File: src/rtl/ppc_consts.svh
`ifndef PPC_CONSTS_SVH
`define PPC_CONSTS_SVH

`define PPC_ADDR_P2_DATA    8'hA0
`define PPC_ADDR_P2_OTYPE   8'hA6
`define PPC_ADDR_P1_BYPASS  8'hD5
`define PPC_ADDR_P2_BYPASS  8'hD6
`define PPC_ADDR_P2_DIGSEL  8'hF3
`define PPC_ADDR_P1_DRIVE   8'hFA

`define PPC_PAGE_CONFIG     8'h0F

`define PPC_RST_P2_DATA     8'hFF
`define PPC_RST_P2_OTYPE    8'h00
`define PPC_RST_P1_BYPASS   8'h00
`define PPC_RST_P2_BYPASS   8'h00
`define PPC_RST_P2_DIGSEL   8'hFF
`define PPC_RST_P1_DRIVE    8'h00
`define PPC_RST_SYNC        8'h00
`define PPC_RST_RDATA       8'h00
`define PPC_RST_BIT_RDATA   1'b0
`define PPC_RST_PIN_OUT     8'h00
`define PPC_RST_PIN_OE      8'h00

`define PPC_BIT_BASE_POS    3

`endif

File: src/rtl/ppc_pkg.sv
package ppc_pkg;

    typedef logic [7:0] ppc_byte_t;

    typedef struct packed {
        ppc_byte_t data_latch;
        ppc_byte_t output_type;
        ppc_byte_t p1_bypass;
        ppc_byte_t p2_bypass;
        ppc_byte_t digital_select;
        ppc_byte_t p1_drive;
        ppc_byte_t pin_sync1;
        ppc_byte_t pin_sync2;
        ppc_byte_t rdata;
        logic      bit_rdata;
        ppc_byte_t pin_out;
        ppc_byte_t pin_oe;
        ppc_byte_t pullup_en;
        ppc_byte_t receiver_en;
    } ppc_state_s;

endpackage

File: src/rtl/ppc_top.sv
// Summary of operation
// - Skip bit one makes crossbar pass pin
// - Drive bit selects low or high strength
// - Data write loads latch, read returns pins
// - Read gives 0 low, 1 high
// - Input bit zero makes pin fully analog
// - Output bit: 0 open-drain, 1 push-pull
// - Output mode ignored for analog pins
// - Data register on all pages, bit addressable
`timescale 1ns/1ps
`include "ppc_consts.svh"

module ppc_top (
    input  wire logic       ref_clk,
    input  wire logic       rst_n,
    input  wire logic [7:0] sfr_addr,
    input  wire logic [7:0] sfr_page,
    input  wire logic       sfr_wr,
    input  wire logic       sfr_rd,
    input  wire logic [7:0] sfr_wdata,
    output logic      [7:0] sfr_rdata,
    input  wire logic [7:0] bit_addr,
    input  wire logic       bit_wr,
    input  wire logic       bit_wdata,
    input  wire logic       bit_rd,
    output logic            bit_rdata,
    input  wire logic [7:0] xbar_p2_assigned,
    input  wire logic [7:0] xbar_p2_out,
    input  wire logic [7:0] xbar_p2_oe,
    output logic      [7:0] p1_skip,
    output logic      [7:0] p2_skip,
    output logic      [7:0] p1_drive_high,
    input  wire logic [7:0] second_port_pin_in,
    output logic      [7:0] second_port_pin_out,
    output logic      [7:0] second_port_pin_oe,
    output logic      [7:0] p2_pullup_en,
    output logic      [7:0] p2_receiver_en,
    output logic      [7:0] p2_pin_read
);

    // Whole module state, registered once per clock
    ppc_pkg::ppc_state_s state;
    ppc_pkg::ppc_state_s next_state;

    // Register hit on the byte bus, optionally restricted to the config page
    function automatic logic reg_hit(
        input logic [7:0] addr,
        input logic [7:0] page,
        input logic [7:0] offset,
        input logic       any_page
    );
        reg_hit = (addr == offset) && (any_page || (page == `PPC_PAGE_CONFIG));
    endfunction

    // Bit address falls inside the data register's eight bit slots
    function automatic logic bit_hit(input logic [7:0] addr);
        logic [7:0] base;
        base    = `PPC_ADDR_P2_DATA;
        bit_hit = (addr[7:`PPC_BIT_BASE_POS] == base[7:`PPC_BIT_BASE_POS]);
    endfunction

    // Open-drain drives only a low level, push-pull drives both levels
    function automatic logic [1:0] drive_pair(
        input logic push_pull,
        input logic value,
        input logic enable
    );
        logic out_level;
        logic out_enable;

        if (push_pull) begin
            out_level  = value;
            out_enable = enable;
        end else begin
            out_level  = 1'b0;
            out_enable = enable & ~value;
        end
        drive_pair = {out_level, out_enable};
    endfunction

    // Decoded strobes and pin-path selects
    logic       hit_data;
    logic       hit_otype;
    logic       hit_p1_bypass;
    logic       hit_p2_bypass;
    logic       hit_digsel;
    logic       hit_p1_drive;
    logic [7:0] pin_value;
    logic [7:0] src_out;
    logic [7:0] src_oe;
    logic [7:0] use_latch;

    always_comb begin
        // Data latch answers on every page
        hit_data      = reg_hit(sfr_addr, sfr_page, `PPC_ADDR_P2_DATA, 1'b1);
        hit_otype     = reg_hit(sfr_addr, sfr_page, `PPC_ADDR_P2_OTYPE, 1'b0);
        hit_p1_bypass = reg_hit(sfr_addr, sfr_page, `PPC_ADDR_P1_BYPASS, 1'b0);
        hit_p2_bypass = reg_hit(sfr_addr, sfr_page, `PPC_ADDR_P2_BYPASS, 1'b0);
        hit_digsel    = reg_hit(sfr_addr, sfr_page, `PPC_ADDR_P2_DIGSEL, 1'b0);
        hit_p1_drive  = reg_hit(sfr_addr, sfr_page, `PPC_ADDR_P1_DRIVE, 1'b0);

        // Analog pins have no digital receiver, so they read low
        pin_value = state.pin_sync2 & state.digital_select;

        // Skipped or unassigned pins fall back to the software latch
        use_latch = state.p2_bypass | ~xbar_p2_assigned;
        src_out   = (use_latch & state.data_latch) | (~use_latch & xbar_p2_out);
        src_oe    = ~use_latch & xbar_p2_oe;
    end

    always_comb begin
        // Hold the six setting registers unless a strobe changes them; the others are reloaded every cycle below
        next_state = state;

        // Two-stage synchroniser on the raw pin levels
        next_state.pin_sync1 = second_port_pin_in;
        next_state.pin_sync2 = state.pin_sync1;

        // Byte writes, page-checked except the data latch
        if (sfr_wr) begin
            if (hit_data) begin
                next_state.data_latch = sfr_wdata;
            end else if (hit_otype) begin
                next_state.output_type = sfr_wdata;
            end else if (hit_p1_bypass) begin
                next_state.p1_bypass = sfr_wdata;
            end else if (hit_p2_bypass) begin
                next_state.p2_bypass = sfr_wdata;
            end else if (hit_digsel) begin
                next_state.digital_select = sfr_wdata;
            end else if (hit_p1_drive) begin
                next_state.p1_drive = sfr_wdata;
            end
        end

        // Single-bit writes touch only the addressed latch bit
        if (bit_wr && bit_hit(bit_addr)) begin
            next_state.data_latch[bit_addr[2:0]] = bit_wdata;
        end

        // Read data stands one cycle, zero when idle
        next_state.rdata = 8'h00;
        if (sfr_rd) begin
            if (hit_data) begin
                next_state.rdata = pin_value;
            end else if (hit_otype) begin
                next_state.rdata = state.output_type;
            end else if (hit_p1_bypass) begin
                next_state.rdata = state.p1_bypass;
            end else if (hit_p2_bypass) begin
                next_state.rdata = state.p2_bypass;
            end else if (hit_digsel) begin
                next_state.rdata = state.digital_select;
            end else if (hit_p1_drive) begin
                next_state.rdata = state.p1_drive;
            end
        end

        // Bit reads return the synchronised pin level
        next_state.bit_rdata = 1'b0;
        if (bit_rd && bit_hit(bit_addr)) begin
            next_state.bit_rdata = pin_value[bit_addr[2:0]];
        end

        // Pin drivers, one cycle after the settings change
        for (int i = 0; i < 8; i++) begin
            if (!state.digital_select[i]) begin
                // Analog pin: driver off regardless of output type
                next_state.pin_out[i] = 1'b0;
                next_state.pin_oe[i]  = 1'b0;
            end else if (use_latch[i]) begin
                {next_state.pin_out[i], next_state.pin_oe[i]} =
                    drive_pair(state.output_type[i], src_out[i], 1'b1);
            end else begin
                {next_state.pin_out[i], next_state.pin_oe[i]} =
                    drive_pair(state.output_type[i], src_out[i], src_oe[i]);
            end
        end

        // Pad controls follow the digital select one cycle later
        next_state.pullup_en   = state.digital_select;
        next_state.receiver_en = state.digital_select;
    end

    // Synchronous reset loads the power-on values
    always_ff @(posedge ref_clk) begin
        if (!rst_n) begin
            state.pin_sync1      <= `PPC_RST_SYNC;
            state.pin_sync2      <= `PPC_RST_SYNC;
            state.rdata          <= `PPC_RST_RDATA;
            state.bit_rdata      <= `PPC_RST_BIT_RDATA;
            state.pin_out        <= `PPC_RST_PIN_OUT;
            state.pin_oe         <= `PPC_RST_PIN_OE;
            state.data_latch     <= `PPC_RST_P2_DATA;
            state.output_type    <= `PPC_RST_P2_OTYPE;
            state.p1_bypass      <= `PPC_RST_P1_BYPASS;
            state.p2_bypass      <= `PPC_RST_P2_BYPASS;
            state.digital_select <= `PPC_RST_P2_DIGSEL;
            state.p1_drive       <= `PPC_RST_P1_DRIVE;
            state.pullup_en      <= `PPC_RST_P2_DIGSEL;
            state.receiver_en    <= `PPC_RST_P2_DIGSEL;
        end else begin
            state <= next_state;
        end
    end

    // Outputs straight from the state register, except p2_pin_read, which gates pin_sync2 with digital_select
    assign sfr_rdata           = state.rdata;
    assign bit_rdata           = state.bit_rdata;
    assign p1_skip             = state.p1_bypass;
    assign p2_skip             = state.p2_bypass;
    assign p1_drive_high       = state.p1_drive;
    assign second_port_pin_out = state.pin_out;
    assign second_port_pin_oe  = state.pin_oe;
    assign p2_pullup_en        = state.pullup_en;
    assign p2_receiver_en      = state.receiver_en;
    assign p2_pin_read         = pin_value;

endmodule

File: config.mk
export PLATFORM = sky130hd
export DESIGN_NAME = ppc_top
export DESIGN_NICKNAME = d
export VERILOG_FILES = /design/src/rtl/ppc_pkg.sv /design/src/rtl/ppc_top.sv
export VERILOG_INCLUDE_DIRS = /design/src /design/src/rtl
export SDC_FILE = /design/constraint.sdc
export NUM_CORES = 1
export LEC_CHECK = 0
export ABC_AREA = 1
export BUFFER_PORTS_ARGS = -buffer_cell sky130_fd_sc_hd__clkbuf_2
export CORE_MARGIN = 8
export CORE_UTILIZATION = 52
export CTS_CLUSTER_SIZE = 28
export DETAILED_ROUTE_END_ITERATION = 10
export PLACE_DENSITY = 0.81
export RECOVER_POWER = 100
export SYNTH_ARGS = -nofsm -noshare
export SYNTH_HDL_FRONTEND = slang
export SYNTH_SLANG_ARGS = --single-unit
File: constraint.sdc
create_clock -name ref_clk -period 1.35 [get_ports ref_clk]
set_input_delay 0.2025 -clock ref_clk [delete_from_list [all_inputs] [get_ports ref_clk]]
set_output_delay 0.2025 -clock ref_clk [all_outputs]
set_load 0.01 [all_outputs]
==> impl_metrics.py <==
metrics = {
    "outcome": {
        "outcome": "complete, no violations",
    },
    "final_layout": {
        "syn2layout_area_growth_pct": 12.03,
        "register_area_um2": 1953,
        "n_antenna_cell": 0,
        "nets": 817,
        "fin_area_um2": 5359,
        "fill_cells": 884,
        "instances_no_fill": 862,
        "multi_input_area_um2": 1941,
        "drive_above_1_share_pct": 20.24,
    },
    "cts": {
        "h-tree-depth": 3,
        "cts.path.max_buffers": 2,
        "cts_post_setup_buffers_inserted": 0,
        "clk_pin_slew_worst_paths_ns": 0.09,
        "tritoncts": "done",
        "root_buffer": "clkbuf_8",
        "cts-hold-fix-buffers": 0,
        "insertion_delay_ns": 0.35,
        "cts_sinks": 97,
        "cts_inserted_buffers": 9,
    },
    "synth": {
        "synth_area_leader_cell": "dfxtp_1",
        "syn_area_per_cell_um2": 7.405,
        "synth_edf_count": 0,
        "synth_area_um2": 4783,
        "yosys_warnings": 0,
        "synth_top_area_share_pct": 40.60,
        "synthArstFlopShare_pct": 0,
        "yosysSeqAreaShare_pct": 40.60,
        "ys_types": 29,
        "synth_seq_cells": 97,
        "syn-num-nets": 717,
        "yosys_most_used_dff": "dfxtp_1",
        "synth_cells": 646,
        "synth_area_leaders": "dfxtp_1, nand2_1, buf_4",
    },
    "die": {
        "die_w_um": 111.9,
        "rows": 35,
        "initial_utilization_pct": 52.77,
        "die_h_um": 111.9,
        "dieArea_um2": 12520,
        "io_pins": 144,
        "core-area_um2": 9065,
    },
    "critical_path": {
        "worstSetupPathType": "reg2out",
        "end_kind": "output port",
        "cp.arrival_ns": 1.09,
        "critPathMaxFanout": 4,
        "worstSetupStartpointType": "flop",
        "crit_required_ns": 1.15,
    },
    "routing": {
        "drtIter0Drc": 272,
        "drc": 0,
        "vias_per_cell": 5.167,
        "totalWireLength_um": 13410,
        "first_pass_iters": 5,
        "vias": 4454,
        "ant_nets": 0,
        "routedWlPerCell_um": 15.55,
    },
    "pwr": {
        "p_seq_share_pct": 54.9,
        "p_int_mw": 3.987,
        "power.leakage_nw": 2.617,
        "peakVddDrop_v": 0.0005665,
        "p_comb_share_pct": 8.6,
        "netSwitchingFraction_pct": 24.85,
        "switching_power_mw": 1.318,
        "p_clk_share_pct": 36.4,
        "pwr_density_cell_nw_per_um2": 990.0,
    },
    "grt": {
        "grt_max_degree": 17,
        "grt_usage_pct": 21.31,
        "grt_pass1_wl_um": 21650,
        "grt_pass1_vias": 4552,
        "overflow": 0,
        "antenna_found_initial": 0,
    },
    "sta": {
        "post-route-min-period_ns": 1.297,
        "setup_viol": 0,
        "fin_crit_sh_pct": 96.08,
        "rsz0062_at_grt": "false",
        "timing.fmax_ghz": 0.7710,
        "final_hold_viol_count": 0,
        "setup_ws_ns": 0.05296,
        "clock_skew_ns": 0.008569,
        "slew_viol_final": 0,
        "hold_slack_ns": 0.03122,
        "slew_headroom_pct": 51.67,
        "finalSetupTns_ns": 0,
        "worstMarginPinSlew_ns": 0.7250,
    },
    "placement": {
        "dp.cells": 846,
        "io_buffers": 143,
        "pre_cts_ws_ns": -0.1621,
        "placed_area_um2": 5295,
        "hpwl_um": 10870,
        "gp_congestion": 0.9374,
    },
    "flow_run": {
        "cap_violations": 0,
    },
    "hold_path": {
        "min_path_type": "in2reg",
    },
}
-- cells in the final DEF, fill, tap and decap left out, types with 7 or more instances in the layout --
cell type,synthesis,routed
nor2_4,5,7
nand2_1,159,160
nor3b_1,7,7
a21oi_1,28,28
clkbuf_8,0,10
clkbuf_1,9,74
nor3_1,12,12
o21ai_0,18,24
buf_4,66,16
nor2_1,44,44
o211ai_2,7,7
inv_1,77,76
dfxtp_1,97,92
nand3_1,44,44
o22ai_1,12,12
clkbuf_2,0,76
nand4_1,12,12
o211ai_1,8,8
-- state kept, by name, summed over array words and instances (netlist names) --
name / flops
p1_drive_high: 8
bit_rdata: 1
second_port_pin_oe: 8
next_state: 16
second_port_pin_out: 8
p2_receiver_en: 8
p2_skip: 8
state: 24
sfr_rdata: 8
p1_skip: 8
-- power by group through the flow --
stage                     Sequential, mW  Combinational (mW)  Clock (mW)
after floorplan                     2.98               0.264           0
after global placement              2.98               0.463           0
after detailed placement            2.99               0.474           0
after CTS                           2.92               0.477        1.96
after global routing                2.92               0.507        2.07
final                               2.92               0.457        1.93
-- cell usage after synthesis, types with 9 or more instances --
library cell and count:
a21oi_1 28, buf_4 66, clkbuf_1 9, dfxtp_1 97, inv_1 77, nand2_1 159, nand3_1 44, nand4_1 12
nor2_1 44, nor3_1 12, o21ai_0 18, o21ai_1 10, o22ai_1 12
-- kinds of logic (layout without fill, tap and decap cells) --
logic type / after synthesis / after routing / synth area share (%)
AND/OR/NAND/NOR: 303 / 303 / 30.32
buffers and inverters: 162 / 267 / 18.41
flip-flops: 97 / 97 / 40.60
AO/OA/AOI/OAI: 84 / 84 / 10.67
-- worst paths after layout --
path	startpoint	to	cells past startpoint	slack, ns
max	next_state[2]	p2_pin_read[2]	3	0.05
min	second_port_pin_in[2]	next_state[43]	3	0.03
max reg2reg	p2_skip[0]	second_port_pin_oe[0]	5	0.28
min reg2reg	next_state[46]	state[46]	2	0.42
-- routing by layer --
metal	vias to the layer above	wire length [µm]	track usage, %
met4	0	523	11.21
met5	-	0	0
met2	184	6434	36.79
met1	2023	5437	23.44
met3	38	1013	5.790
li1	2209	-	-
-- through the flow --
step / util (%) / power [mW]
finish: 59.12 / 5.306
global route: 59.12 / 5.500
CTS: 60.73 / 5.353
detailed placement: 58.41 / 3.461
global placement: 58.41 / 3.447
floorplan: - / 3.246
-- final cells by class --
cell class / count / share of cell area (%)
Inverter: 83 / 5.837
Multi-Input combinational cell: 387 / 36.21
Tap cell: 111 / 2.592
Timing Repair Buffer: 168 / 15.11
Sequential cell: 97 / 36.45
Clock buffer: 11 / 2.638
Clock inverter: 5 / 1.167
-- timing repair --
item,4_1_cts,5_1_grt
gates resized for setup,4,5
endpoints found under the setup margin,4,5
pin swaps,0,0
-- worst max-delay path, stage by stage, from the launching register on --
cell	delay, ns
dfxtp_4	0.38
nand2_1	0.07
inv_1	0.13
clkbuf_2	0.16
(Power assumes the default switching activity.)
